==> src/rtl/serdes_lane_control_regs.svh <==
// offsets, field positions, reset values and timing for the serdes lane control block
`ifndef SERDES_LANE_CONTROL_REGS_SVH
`define SERDES_LANE_CONTROL_REGS_SVH

// register byte offsets inside the serdes window
`define SLC_OFS_CONTROL 8'h00
`define SLC_OFS_TX_LANE_A 8'h04
`define SLC_OFS_TX_LANE_B 8'h08
`define SLC_OFS_RX_LANE 8'h0C
`define SLC_OFS_RX_EQ_LANE 8'h10

// serdes_control fields
`define SLC_LANE_SEL_MSB 4
`define SLC_LANE_SEL_LSB 0
`define SLC_SLEEP_BIT 5
`define SLC_CONTROL_RESET 32'h0000_0010

// lane target select encodings
`define SLC_SEL_ALL 5'h10
`define SLC_LANE_COUNT 4

// per-lane register reset value
`define SLC_LANE_REG_RESET 32'h0000_0000

// lane power states
`define SLC_PSTATE_P0 2'h0
`define SLC_PSTATE_P2 2'h3

// serdes power-up and initialisation time
`define SLC_INIT_TIME_NS 1000
`define SLC_CLOCK_PERIOD_NS 10
`define SLC_INIT_CYCLES ((`SLC_INIT_TIME_NS + `SLC_CLOCK_PERIOD_NS - 1) / `SLC_CLOCK_PERIOD_NS)

`endif

==> src/rtl/slc_pkg.sv <==
// types shared by the serdes lane control block
package slc_pkg;

  // one configuration access, write or read
  typedef struct packed {
    logic wr;
    logic rd;
    logic [7:0] addr;
    logic [31:0] wdata;
  } slc_cfg_req_s;

  // the four lane control words of one lane: a, b, rx, rx equaliser
  typedef logic [3:0][31:0] slc_lane_regs_t;

  // all lanes of one serdes
  typedef slc_lane_regs_t [3:0] slc_lane_bank_t;

  typedef enum logic [3:0] {
    SLC_ST_RUN = 4'b0001,
    SLC_ST_SLEEP = 4'b0010,
    SLC_ST_INIT = 4'b0100,
    SLC_ST_TRAIN = 4'b1000
  } slc_power_e;

endpackage

==> src/rtl/slc_lane_bank.sv <==
// per-lane transmit and receive control storage steered by the lane target select
`timescale 1ns/1ps
`include "serdes_lane_control_regs.svh"

module slc_lane_bank (
  // clock and reset
  input wire logic clock,
  input wire logic rst_b,
  // write request
  input wire logic wr_en,
  input wire logic [1:0] reg_idx,
  input wire logic [4:0] lane_target_select,
  input wire logic [31:0] wdata,
  // lane settings and readback
  output slc_pkg::slc_lane_bank_t lane_ctrl,
  output slc_pkg::slc_lane_regs_t last_written
);

  ////////////////////////////////////////////////////////////////////////////
  // true when a write with this select lands on the given lane
  function automatic logic lane_hit(input logic [4:0] sel, input logic [1:0] lane);
    lane_hit = (sel == `SLC_SEL_ALL) || (sel == {3'h0, lane});
  endfunction

  ////////////////////////////////////////////////////////////////////////////
  // readback copy: last value written, whatever lane took it
  slc_pkg::slc_lane_regs_t next_last_written;

  always_comb begin
    next_last_written = last_written;
    if (wr_en) begin
      next_last_written[reg_idx] = wdata;
    end
  end

  always_ff @(posedge clock or negedge rst_b) begin
    if (!rst_b) begin
      last_written <= {4{`SLC_LANE_REG_RESET}};
    end else begin
      last_written <= next_last_written;
    end
  end

  ////////////////////////////////////////////////////////////////////////////
  // lane storage; a reserved select updates no lane
  genvar g;
  generate
    for (g = 0; g < `SLC_LANE_COUNT; g++) begin : g_lane
      slc_pkg::slc_lane_regs_t next_lane;

      always_comb begin
        next_lane = lane_ctrl[g];
        if (wr_en && lane_hit(lane_target_select, 2'(g))) begin
          next_lane[reg_idx] = wdata;
        end
      end

      always_ff @(posedge clock or negedge rst_b) begin
        if (!rst_b) begin
          lane_ctrl[g] <= {4{`SLC_LANE_REG_RESET}};
        end else begin
          lane_ctrl[g] <= next_lane;
        end
      end
    end
  endgenerate

endmodule

==> src/rtl/slc_serdes_control.sv <==
// serdes control register with lane steering, sleep control and power sequencing
// Summary of operation
// bits 4:0 of serdes_control choose the lane that lane register writes update
// select 0x0 to 0x3 writes only the lane with that index
// select 0x10 writes every lane of the serdes at once
// software never programs other select codes; such lane writes are undefined
// lane register reads return last value written, independent of select
// sleep bit 5 set puts all lanes in P2 and powers down clock multiplier
// setting sleep bit sends every port link state machine to Detect at once
// clearing sleep bit powers up, initialises serdes, then link training starts
// sleep bit writes are ignored while serdes is already off for another reason
`timescale 1ns/1ps
`include "serdes_lane_control_regs.svh"

module slc_serdes_control (
  // clock and reset
  input wire logic clock,
  input wire logic rst_b,
  // configuration access
  input slc_pkg::slc_cfg_req_s cfg_req,
  output logic [31:0] cfg_rdata,
  output logic cfg_rvalid,
  // serdes already powered down by its port being disabled
  input wire logic serdes_off_ext,
  // lane settings
  output slc_pkg::slc_lane_bank_t lane_ctrl,
  // power control
  output logic [3:0][1:0] lane_pstate,
  output logic clock_multiplier_unit_down,
  output logic ltssm_force_detect,
  output logic ltssm_start_training
);

  ////////////////////////////////////////////////////////////////////////////
  // address decode: lane register index, or none
  function automatic logic lane_decode(input logic [7:0] addr, output logic [1:0] idx);
    lane_decode = 1'b1;
    idx = 2'h0;
    case (addr)
      `SLC_OFS_TX_LANE_A: idx = 2'h0;
      `SLC_OFS_TX_LANE_B: idx = 2'h1;
      `SLC_OFS_RX_LANE: idx = 2'h2;
      `SLC_OFS_RX_EQ_LANE: idx = 2'h3;
      default: lane_decode = 1'b0;
    endcase
  endfunction

  localparam int INIT_CYCLES = `SLC_INIT_CYCLES < 1 ? 1 : `SLC_INIT_CYCLES;

  logic [4:0] lane_target_select;
  logic serdes_sleep_control;
  logic lane_wr;
  logic [1:0] wr_idx;
  logic lane_rd;
  logic [1:0] rd_idx;
  slc_pkg::slc_lane_regs_t last_written;

  // decode first on every pass so that the index never holds a stale value
  always_comb begin
    lane_wr = lane_decode(cfg_req.addr, wr_idx);
    lane_wr = lane_wr && cfg_req.wr;
    lane_rd = lane_decode(cfg_req.addr, rd_idx);
  end

  ////////////////////////////////////////////////////////////////////////////
  // serdes_control register
  logic [4:0] next_lane_target_select;
  logic next_serdes_sleep_control;

  always_comb begin
    next_lane_target_select = lane_target_select;
    next_serdes_sleep_control = serdes_sleep_control;
    if (cfg_req.wr && cfg_req.addr == `SLC_OFS_CONTROL) begin
      next_lane_target_select = cfg_req.wdata[`SLC_LANE_SEL_MSB:`SLC_LANE_SEL_LSB];
      if (!serdes_off_ext) begin
        next_serdes_sleep_control = cfg_req.wdata[`SLC_SLEEP_BIT];
      end
    end
  end

  always_ff @(posedge clock or negedge rst_b) begin
    if (!rst_b) begin
      lane_target_select <= 5'(`SLC_CONTROL_RESET);
      serdes_sleep_control <= 1'b0;
    end else begin
      lane_target_select <= next_lane_target_select;
      serdes_sleep_control <= next_serdes_sleep_control;
    end
  end

  ////////////////////////////////////////////////////////////////////////////
  // lane storage
  slc_lane_bank u_lane_bank (
    .clock(clock),
    .rst_b(rst_b),
    .wr_en(lane_wr),
    .reg_idx(wr_idx),
    .lane_target_select(lane_target_select),
    .wdata(cfg_req.wdata),
    .lane_ctrl(lane_ctrl),
    .last_written(last_written)
  );

  ////////////////////////////////////////////////////////////////////////////
  // read port: data one cycle after the request, unmapped reads zero
  logic [31:0] next_cfg_rdata;
  logic next_cfg_rvalid;

  always_comb begin
    next_cfg_rvalid = cfg_req.rd;
    next_cfg_rdata = 32'h0000_0000;
    if (cfg_req.rd) begin
      if (cfg_req.addr == `SLC_OFS_CONTROL) begin
        next_cfg_rdata[`SLC_LANE_SEL_MSB:`SLC_LANE_SEL_LSB] = lane_target_select;
        next_cfg_rdata[`SLC_SLEEP_BIT] = serdes_sleep_control;
      end else if (lane_rd) begin
        next_cfg_rdata = last_written[rd_idx];
      end
    end
  end

  always_ff @(posedge clock or negedge rst_b) begin
    if (!rst_b) begin
      cfg_rdata <= 32'h0000_0000;
      cfg_rvalid <= 1'b0;
    end else begin
      cfg_rdata <= next_cfg_rdata;
      cfg_rvalid <= next_cfg_rvalid;
    end
  end

  ////////////////////////////////////////////////////////////////////////////
  // power sequencing
  slc_pkg::slc_power_e state;
  slc_pkg::slc_power_e next_state;
  logic [15:0] init_count;
  logic [15:0] next_init_count;
  logic [3:0][1:0] next_lane_pstate;
  logic next_cmu_down;
  logic next_force_detect;
  logic next_start_training;

  always_comb begin
    next_state = state;
    next_init_count = init_count;
    next_force_detect = 1'b0;
    next_start_training = 1'b0;
    case (state)
      slc_pkg::SLC_ST_RUN: begin
        if (next_serdes_sleep_control) begin
          next_state = slc_pkg::SLC_ST_SLEEP;
          next_force_detect = 1'b1;
        end
      end
      slc_pkg::SLC_ST_SLEEP: begin
        if (!next_serdes_sleep_control) begin
          next_state = slc_pkg::SLC_ST_INIT;
          next_init_count = 16'(INIT_CYCLES - 1);
        end
      end
      slc_pkg::SLC_ST_INIT: begin
        if (next_serdes_sleep_control) begin
          next_state = slc_pkg::SLC_ST_SLEEP;
          next_force_detect = 1'b1;
        end else if (init_count == 16'h0000) begin
          next_state = slc_pkg::SLC_ST_TRAIN;
          next_start_training = 1'b1;
        end else begin
          next_init_count = init_count - 16'h0001;
        end
      end
      slc_pkg::SLC_ST_TRAIN: begin
        if (next_serdes_sleep_control) begin
          next_state = slc_pkg::SLC_ST_SLEEP;
          next_force_detect = 1'b1;
        end else begin
          next_state = slc_pkg::SLC_ST_RUN;
        end
      end
      default: next_state = slc_pkg::SLC_ST_RUN;
    endcase
    next_cmu_down = (next_state == slc_pkg::SLC_ST_SLEEP);
    next_lane_pstate = next_cmu_down ? {4{`SLC_PSTATE_P2}} : {4{`SLC_PSTATE_P0}};
  end

  always_ff @(posedge clock or negedge rst_b) begin
    if (!rst_b) begin
      state <= slc_pkg::SLC_ST_RUN;
      init_count <= 16'h0000;
      lane_pstate <= {4{`SLC_PSTATE_P0}};
      clock_multiplier_unit_down <= 1'b0;
      ltssm_force_detect <= 1'b0;
      ltssm_start_training <= 1'b0;
    end else begin
      state <= next_state;
      init_count <= next_init_count;
      lane_pstate <= next_lane_pstate;
      clock_multiplier_unit_down <= next_cmu_down;
      ltssm_force_detect <= next_force_detect;
      ltssm_start_training <= next_start_training;
    end
  end

endmodule

==> config.mk <==
export PLATFORM = sky130hd
export DESIGN_NAME = slc_serdes_control
export DESIGN_NICKNAME = d
export VERILOG_FILES = /design/src/rtl/slc_pkg.sv /design/src/rtl/slc_lane_bank.sv /design/src/rtl/slc_serdes_control.sv
export VERILOG_INCLUDE_DIRS = /design/src /design/src/rtl
export SDC_FILE = /design/constraint.sdc
export NUM_CORES = 1
export LEC_CHECK = 0
export BUFFER_PORTS_ARGS = -buffer_cell sky130_fd_sc_hd__buf_2
export CAP_MARGIN = 20
export CELL_PAD_IN_SITES_DETAIL_PLACEMENT = 1
export CELL_PAD_IN_SITES_GLOBAL_PLACEMENT = 2
export CORE_MARGIN = 2
export CORE_UTILIZATION = 34
export DETAILED_ROUTE_END_ITERATION = 7
export MAX_ROUTING_LAYER = met4
export PLACE_DENSITY = 0.87
export SLEW_MARGIN = 5
export SYNTH_ARGS = -nofsm -noshare
export SYNTH_HDL_FRONTEND = slang
export SYNTH_SLANG_ARGS = --single-unit
==> constraint.sdc <==
create_clock -name clock -period 2.12 [get_ports clock]
set_input_delay 0 -clock clock [delete_from_list [all_inputs] [get_ports clock]]
set_output_delay 0 -clock clock [all_outputs]
set_load 0.03 [all_outputs]
==> results of run 1 <==
## cell usage after synthesis, types with 10 or more instances
master and n:
nand2_1 50, a22oi_1 32, nor2_1 24, inv_1 10, nor3_1 10, mux2_4 30, a21oi_1 34, o21ai_0 27
buf_2 47, dfrtp_1 700, mux2_2 640, clkbuf_1 100
## final cells by class
type,count,area (sq um),share of cell area (%)
inverters,10,37.5,0.105
clock buffers,108,2220,6.20
repair buffers,738,4650,13.0
well taps,1060,1330,3.71
flip-flops and latches,702,17600,49.1
clock inverters,39,526,1.47
multi-input cells,939,9430,26.4
diodes,4,10.0,0.0280
## report_power, final
part	switching, uW	internal (uW)	leakage (uW)
sequential	149	13700	0.00972
combinational	1120	483	0.00836
clock	5820	8410	0.00134
## kinds of logic (layout without fill, tap and decap cells)
kind of cell | after synthesis | after routing
muxes | 678 | 678
AOI/OAI and AO/OA | 116 | 116
xor gates and xnor gates | 3 | 3
buffers and inverters | 171 | 895
adders and majority gates | 1 | 1
other | 0 | 4
DFF | 702 | 702
and+or+nand+nor | 141 | 141
## metrics by stage
step | instance area [sq um] | utilization (%) | cells
2_1_floorplan | 27600 | - | 1812
3_3_place_gp | 32700 | 40.6 | 3423
3_5_place_dp | 32700 | 40.6 | 3423
4_1_cts | 35700 | 44.3 | 3593
5_1_grt | 35800 | 44.5 | 3599
6_report | 35800 | 44.5 | 3600
## what timing repair did
| action | in CTS | in global routing |
|---|---|---|
| pin swaps | 0 | 2 |
| hold buffers | 23 | 0 |
| hold endpoints to repair | 897 | 0 |
| setup buffers | 0 | 2 |
| endpoints found under the setup margin | 33 | 86 |
| gates resized for setup | 3 | 8 |
| gates cloned | 0 | 1 |
## flip-flops by register name (all words and copies together) (netlist names)
signal,count
u_lane_bank.lane_ctrl,512
ltssm_start_training,1
u_lane_bank.last_written,128
serdes_sleep_control,1
cfg_rdata,32
cfg_rvalid,1
ltssm_force_detect,1
lane_target_select,5
lane_pstate,1
init_count,16
state,4
## per-layer routing
layer | up-vias | global-route usage, %
met5 | - | -
met4 | 0 | 9.20
met3 | 195 | 5.06
met2 | 578 | 38.4
met1 | 9596 | 25.7
li1 | 7710 | -
## final timing paths
check	from	end	slack (ns)
worst min-delay path	cfg_req[1]	u_lane_bank.lane_ctrl[321]	0.04
worst max register to register	state[1]	init_count[10]	0.05
worst min register to register	init_count[14]	init_count[14]	0.49
worst max-delay path	state[1]	init_count[10]	0.05
max in group asynchronous	rst_b	state[0]	0.93
min in group asynchronous	rst_b	u_lane_bank.lane_ctrl[143]	0.57
## critical path, stage by stage, from the launching register on
cell	delay (ns)
dfrtp_1	0.38
or4b_4	0.57
nor4_2	0.26
buf_4	0.17
nand3_1	0.10
or4_1	0.42
nand3_1	0.10
==> flow_summary_export.csv, run 1 <==
group,metric,value,unit
status,status,"finished, final reports clean",
hold_path,hp-class,"primary input to register",
detailed_routing,wl_met3,5530,microns
synthesis,synth_area_leaders,"dfrtp_1 64%, mux2_2 26%, mux2_4 1.6%",
global_route,grt_usage,22.6,%
synthesis,synth_adder_area_share,0.0454,%
critical_path,ff2ff_path_depth,6,
synthesis,syn-cell-area,0.0276,sq mm
die,fp.coreArea,0.0804,sq mm
synthesis,synth_flop_cell,"dfrtp_1",
final_layout,final_cell_mix,"700 x dfrtp_1, 640 x mux2_2, 599 x buf_2",
critical_path,crit_fanout,4,
critical_path,start_kind,"register",
timing,rsz0062_at_grt,"no",
final_layout,areaGrowthSynthToFinish,29.7,%
critical_path,crit_arrival,2.63,ns
detailed_routing,postRouteAntennaNets,0,
placed_design,numPortBuffers,600,
timing,setup_slack,0.0521,ns
timing,whs,0.0353,ns
synthesis,yosys.area.top_type,"dfrtp_1",
critical_path,criticalPathCategory,"register to register",
placed_design,pre_cts_ws,-0.229,ns
pwr,ir_drop,0.000602,V
die,io_pins,601,
timing,finalMaxSlewViolations,0,
detailed_routing,drt-total-wl,93000,microns
synthesis,yosys_warnings,0,
placed_design,dp_hpwl,63700,microns
clock_tree,cts_buffers,79,
clock_tree,root_buffer,"clkbuf_16",
timing,setup_viol,0,
timing,finClkSkew,0.0201,ns
die,die_h,289,microns
synthesis,synth_compound_area_share,2.58,%
die,start_util,34.3,%
synthesis,synth_top_family_by_area,"multiplexers",
clock_tree,cts.sinks,702,
detailed_routing,via_count,18100,
synthesis,synth_mux_area_share,28.1,%
global_route,grt_max_degree,100,
final_layout,fillers,8231,
timing,tightest_slew,0.758,ns
timing,min_period,2.07,ns
detailed_routing,route.met2.wl,47500,microns
timing,finalCritPeriodShare,97.5,%
critical_path,end_kind,"register",
placed_design,gp_congestion,0.849,
detailed_routing,wl_per_cell,25.8,microns
global_route,antenna_found_initial,9,
clock_tree,clock_latency,0.64,ns
synthesis,yosysUniqueCellTypes,50,
detailed_routing,via_per_inst,5.02,
synthesis,yosys.area_share.simple,2.75,%
synthesis,synth_edf_count,0,
hold_path,min_path_cells,2,
detailed_routing,drt_first_pass_iters,4,
final_layout,nets,2516,
detailed_routing,drt_iter0_markers,905,
timing,setup_tns,0,ns
synthesis,synth_top_area_share,63.5,%
detailed_routing,topRoutingLayerUsed,"met4",
pwr,p_leak,0.0194,uW
flow_run,drv_cap,0,
global_route,overflow,0,
detailed_routing,drcViolationCount,0,
clock_tree,clockBufferDepth,3,
synthesis,yosysSeqAreaShare,63.7,%
critical_path,cp.required,2.68,ns
pwr,powerDensity,828,mW/mm^2
detailed_routing,met1Wirelength,36100,microns
timing,max_freq,0.484,GHz
synthesis,synthesis.nets,1858,
synthesis,syn_avg_cell_area,15.2,sq um
final_layout,drive_gt1_share,61.2,%
synthesis,synthCells,1812,
die,die_area,0.0834,sq mm
global_route,grt_pass1_wl,135000,microns
final_layout,layout_commonest_cell,"dfrtp_1",
die,placementRows,104,
synthesis,ys_ff_latch,702,
clock_tree,htreeDepth,3,
global_route,grt_pass1_vias,20500,
clock_tree,cts_tree,"done",
timing,hold_viol_final,0,
timing,slew_headroom,49.5,%
clock_tree,path_clk_slew,0.06,ns
synthesis,synthArstFlopShare,100,%
synthesis,synth-xor-area-share,0.0953,%
die,die_w,289,microns
pwr,power,29600,uW
Power figures use the tool's default switching activity.
==> run 2, diff against run 1 <==
--- a/config.mk
+++ b/config.mk
@@ -8,10 +8,8 @@
 export LEC_CHECK = 0
 export BUFFER_PORTS_ARGS = -buffer_cell sky130_fd_sc_hd__buf_2
 export CAP_MARGIN = 20
-export CELL_PAD_IN_SITES_DETAIL_PLACEMENT = 1
-export CELL_PAD_IN_SITES_GLOBAL_PLACEMENT = 2
 export CORE_MARGIN = 2
-export CORE_UTILIZATION = 34
+export CORE_UTILIZATION = 49
 export DETAILED_ROUTE_END_ITERATION = 7
 export MAX_ROUTING_LAYER = met4
 export PLACE_DENSITY = 0.87
==> run 2 against run 1 <==
  * Cell area down 2.2%
  * Critical path depth did not move
  * Non-clock buffer count shrank 1
  * Global-route usage increased by 6.2 points
  * Final cell count decreased by 9.2%
  * Combinational power decreased by 3%
  * Clock-buffer cell count up 1
==> flow_summary_export.csv, run 2 (synthesized netlist as in run 1, its figures left out) <==
group,metric,value,unit
final_layout,largest_register_ffs,512,
critical_path,path_buf_inv,1,
timing,rsz0062_at_grt,"yes",
placed_design,numPortBuffers,600,
pwr,p_leak,0.0193,uW
timing,hold_viol_final,0,
detailed_routing,via_per_inst,5.63,
clock_tree,path_clk_slew,0.06,ns
final_layout,nets,2510,
detailed_routing,wl_per_cell,25.3,microns
critical_path,cp.required,2.65,ns
final_layout,final_cell_mix,"700 x dfrtp_1, 640 x mux2_2, 599 x buf_2",
global_route,overflow,0,
final_layout,layout_commonest_cell,"dfrtp_1",
placed_design,gp_congestion,0.889,
die,io_pins,601,
global_route,grt_usage,28.7,%
detailed_routing,postRouteAntennaNets,0,
flow_run,drv_cap,0,
timing,finalCritPeriodShare,97.8,%
hold_path,hp-class,"primary input to register",
global_route,grt_pass1_vias,20000,
die,die_area,0.0582,sq mm
detailed_routing,via_count,18400,
timing,min_period,2.07,ns
critical_path,end_kind,"register",
die,die_h,241,microns
global_route,grt_pass1_wl,121000,microns
timing,setup_tns,0,ns
final_layout,largest_registers,"u_lane_bank.lane_ctrl: 512 flops, u_lane_bank.last_written: 128 flops, cfg_rdata: 32 flops",
pwr,power,28400,uW
timing,setup_viol,0,
critical_path,critPathTopFamily,"simple AND/OR/NAND/NOR gates",
placed_design,dp_hpwl,54300,microns
critical_path,timing.critical_path.mode_cell,"nand3_1",
pwr,ir_drop,0.000681,V
die,start_util,49.8,%
final_layout,areaGrowthSynthToFinish,26.9,%
clock_tree,cts_tree,"done",
timing,tightest_slew,0.736,ns
critical_path,start_kind,"register",
timing,finClkSkew,0.0200,ns
die,die_w,241,microns
clock_tree,htreeDepth,3,
clock_tree,cts.sinks,702,
die,placementRows,86,
detailed_routing,drt_iter0_markers,1319,
critical_path,cp_slowest_cell,"or4b_4",
global_route,antenna_found_initial,1,
detailed_routing,drt_first_pass_iters,5,
global_route,grt_max_degree,69,
detailed_routing,drt-total-wl,82800,microns
critical_path,worst_path_largest_cell_delay,0.60,ns
timing,max_freq,0.483,GHz
critical_path,path_cells,"or4b_4 -> nor4_4 -> buf_4 -> nand3_1 -> or4_1 -> nand3_1",
die,fp.coreArea,0.0554,sq mm
status,status,"finished, final reports clean",
timing,setup_slack,0.0477,ns
clock_tree,cts_buffers,74,
critical_path,crit_fanout,4,
clock_tree,root_buffer,"clkbuf_16",
critical_path,criticalPathCategory,"register to register",
final_layout,top_register,"u_lane_bank.lane_ctrl",
timing,whs,0.0390,ns
placed_design,pre_cts_ws,-0.403,ns
clock_tree,clock_latency,0.61,ns
timing,slew_headroom,51.0,%
final_layout,fillers,3876,
clock_tree,clockBufferDepth,3,
detailed_routing,drcViolationCount,0,
final_layout,drive_gt1_share,61.0,%
pwr,powerDensity,810,mW/mm^2
timing,finalMaxSlewViolations,0,
critical_path,crit_arrival,2.61,ns
[run 2: cell types whose count changed in the layout (fill, tap and decap cells not counted), moves of 3 or more]
| cell | before | now |
|---|---|---|
| clkinv_2 | 17 | 9 |
| buf_12 | 42 | 37 |
| clkbuf_16 | 80 | 75 |
| clkinvlp_4 | 5 | 1 |
| dlygate4sd3_1 | 22 | 19 |
| buf_4 | 73 | 80 |
| clkbuf_8 | 13 | 18 |
| bufinv_16 | 8 | 4 |
[run 2: area by class of cell]
type                            instances  area [sq um]  share of cell area, %
Sequential cell                       702         17600                   50.2
Tap cell                              748           936                   2.67
Multi-Input combinational cell        939          9420                   26.9
Timing Repair Buffer                  737          4580                   13.1
Clock buffer                          109          2180                   6.24
Antenna cell                            3          7.51                 0.0215
Clock inverter                         21           260                  0.744
Inverter                               10          37.5                  0.107
[run 2: final timing paths]
check,start,end,slack (ns),cells after the start
hold reg to reg,init_count[14],init_count[14],0.50,1
min in group asynchronous,rst_b,u_lane_bank.lane_ctrl[485],0.53,3
max in group asynchronous,rst_b,u_lane_bank.lane_ctrl[356],0.37,4
hold / removal,cfg_req[13],u_lane_bank.lane_ctrl[493],0.04,2
setup / recovery,state[1],init_count[10],0.05,6
setup reg to reg,state[1],init_count[10],0.05,6
[run 2: per-stage QoR]
step | cell area (sq um) | std cells | utilization, %
final | 35000 | 3269 | 63.1
after global routing | 35000 | 3267 | 63.1
after CTS | 34900 | 3265 | 63.0
after detailed placement | 32200 | 3112 | 58.2
after global placement | 32200 | 3112 | 58.2
after floorplan | 27600 | 1812 | -
[run 2: report_power, final]
part | switching, uW | internal, uW | total (uW)
registers | 145 | 13700 | 13800
logic | 1080 | 474 | 1560
clock network | 5340 | 7660 | 13000
[run 2: timing repair]
action	4_1_cts	5_1_grt
gates cloned	1	0
setup buffers	3	1
hold buffers	19	0
gates resized for setup	3	6
endpoints found under the setup margin	36	164
pin swaps	1	0
hold endpoints to repair	909	0
[run 2: worst register-to-register path: stages (launching register included)]
cell and delay [ns]:
dfrtp_1 0.39, or4b_4 0.60, nor4_4 0.27, buf_4 0.16
nand3_1 0.09, or4_1 0.41, nand3_1 0.09
[run 2: per-layer routing]
layer / vias to the layer above / routed length, microns / track usage, %
li1: 7710 / - / -
met1: 9630 / 31500 / 33.7
met2: 866 / 42600 / 48.3
met3: 207 / 5420 / 5.22
met4: 0 / 3300 / 13.4
met5: - / 0 / -
==> run 3, diff against run 2 <==
--- a/config.mk
+++ b/config.mk
@@ -13,6 +13,7 @@
 export DETAILED_ROUTE_END_ITERATION = 7
 export MAX_ROUTING_LAYER = met4
 export PLACE_DENSITY = 0.87
+export REMOVE_ABC_BUFFERS = 1
 export SLEW_MARGIN = 5
 export SYNTH_ARGS = -nofsm -noshare
 export SYNTH_HDL_FRONTEND = slang
==> run 3 against run 2 <==
  * Sequential power hardly changed
  * Fmax shrank 1.2%
  * Setup slack worse by 0.025 ns
  * Total power grew 2.2%
  * Cell area is 0.92% higher
  * Global-route usage is 1.1 points higher
  * Via count grew 0.24%
  * Non-clock buffer count grew 12
  * Largest cell class unchanged
==> flow_summary_export.csv, run 3 (synthesized netlist as in run 1, its figures left out) <==
group,metric,value,unit
hold_path,min_path_cells,4,
timing,setup_viol,0,
global_route,grt_max_degree,79,
pwr,ir_drop,0.000795,V
timing,min_period,2.10,ns
detailed_routing,via_per_inst,5.62,
die,placementRows,86,
clock_tree,clockBufferDepth,3,
placed_design,numPortBuffers,600,
clock_tree,cts_buffers,72,
final_layout,seqCellArea,0.0176,sq mm
timing,finalCritPeriodShare,98.9,%
detailed_routing,drt-total-wl,85000,microns
final_layout,largest_register_ffs,512,
clock_tree,root_buffer,"clkbuf_16",
timing,finClkSkew,0.0275,ns
critical_path,regToRegSetupSlack,0.02,ns
critical_path,ff2ff_path_depth,6,
die,start_util,49.8,%
critical_path,crit_fanout,4,
placed_design,dp_hpwl,54200,microns
timing,rsz0062_at_grt,"no",
clock_tree,clock_latency,0.64,ns
timing,slew_headroom,58.9,%
timing,tightest_slew,0.617,ns
hold_path,worstHoldStart,"cfg_req[35]",
critical_path,worst_path_largest_cell_delay,0.57,ns
clock_tree,htreeDepth,3,
clock_tree,path_clk_slew,0.06,ns
clock_tree,cts_tree,"done",
final_layout,largest_registers,"u_lane_bank.lane_ctrl: 512 flops, u_lane_bank.last_written: 128 flops, cfg_rdata: 32 flops",
critical_path,criticalPathCategory,"register to register",
critical_path,crit_arrival,2.64,ns
critical_path,r2r-end,"init_count[10]",
final_layout,drive_gt1_share,61.1,%
pwr,powerDensity,820,mW/mm^2
final_layout,final_cell_mix,"700 x dfrtp_1, 640 x mux2_2, 599 x buf_2",
global_route,overflow,0,
die,die_h,241,microns
die,fp.coreArea,0.0554,sq mm
final_layout,top_register,"u_lane_bank.lane_ctrl",
hold_path,hold_path_end,"lane_target_select[2]",
placed_design,dpl-instance-area,0.0323,sq mm
timing,setup_tns,0,ns
final_layout,areaGrowthSynthToFinish,28.1,%
critical_path,cp.required,2.66,ns
global_route,grt_pass1_vias,19900,
pwr,p_leak,0.0194,uW
critical_path,cp_slowest_cell,"or4b_4",
final_layout,multi_input_area,0.00943,sq mm
critical_path,path_cells,"or4b_4 -> nor4_2 -> buf_4 -> nand3_1 -> or4_1 -> nand3_1",
placed_design,pre_cts_ws,-0.174,ns
critical_path,start_kind,"register",
global_route,grt_pass1_wl,125000,microns
critical_path,timing.critical_path.mode_cell,"nand3_1",
status,status,"finished, final reports clean",
detailed_routing,drt_iter0_markers,1156,
placed_design,gp_congestion,0.866,
global_route,grt_usage,29.8,%
pwr,power,29000,uW
timing,hold_viol_final,0,
hold_path,hp-class,"primary input to register",
clock_tree,cts.sinks,702,
detailed_routing,via_count,18500,
critical_path,rr_startpoint,"state[1]",
timing,finalMaxSlewViolations,0,
detailed_routing,wl_per_cell,25.9,microns
flow_run,drv_cap,0,
timing,max_freq,0.477,GHz
global_route,antenna_found_initial,2,
detailed_routing,postRouteAntennaNets,0,
die,die_area,0.0582,sq mm
die,io_pins,601,
detailed_routing,drcViolationCount,0,
timing,whs,0.0505,ns
timing,setup_slack,0.0227,ns
die,die_w,241,microns
final_layout,layout_commonest_cell,"dfrtp_1",
detailed_routing,drt_first_pass_iters,5,
final_layout,fillers,3812,
final_layout,nets,2520,
critical_path,end_kind,"register",
final_layout,design_area,0.0353,sq mm
run 3: cell count changes in the layout (fill, tap and decap cells not counted), sizes merged, moves of 2 or more:
cell / delta
clkbuf: -10
clkinvlp: +5
clkinv: +2
dlygate4sd3: +14
bufinv: +5
run 3: worst max-delay path, delay by kind of cell (launching register included):
kind / cells / cell delay, ns
DFF: 1 / 0.39
buffers and inverters: 1 / 0.15
and+or+nand+nor: 5 / 1.49
run 3: routing by layer:
layer	track usage, %	routed length (microns)	vias to the layer above
met3	7.33	6420	226
met2	47.5	41800	852
met4	13.8	3830	0
met5	-	0	-
li1	-	-	7735
met1	36.1	32900	9645
run 3: report_power, final:
| group | switching [uW] | internal (uW) |
|---|---|---|
| sequential | 151 | 13600 |
| clock | 5500 | 8140 |
| combinational | 1020 | 502 |
run 3: repair_timing:
action,in CTS,in global routing
endpoints found under the hold margin,1242,0
hold buffers,34,0
buffers inserted,0,1
gates resized for setup,5,7
cloned,0,0
endpoints found under the setup margin,4,76
pin swaps,1,0
run 3: per-stage QoR:
stage	cells	util, %
floorplan	1651	-
global placement	3113	58.3
detailed placement	3113	58.3
CTS	3279	63.6
global route	3282	63.7
finish	3282	63.7
run 3: cell type report:
class                      instances  area share (%)
timing repair buffer             749            13.5
antenna                            2          0.0142
clock buffer                      99            5.99
clock inverter                    33            1.30
multi-input combinational        939            26.7
tap                              748            2.65
sequential                       702            49.8
inverter                          10           0.106
run 3: worst max-delay path by stage:
stage | from | end | cells past startpoint
floorplan | cfg_req[33] | u_lane_bank.lane_ctrl[64] | 4
global placement | cfg_req[33] | init_count[2] | 8
detailed placement | cfg_req[33] | init_count[10] | 8
CTS | state[0] | init_count[10] | 6
global route | state[1] | init_count[10] | 6
finish | state[1] | init_count[10] | 6
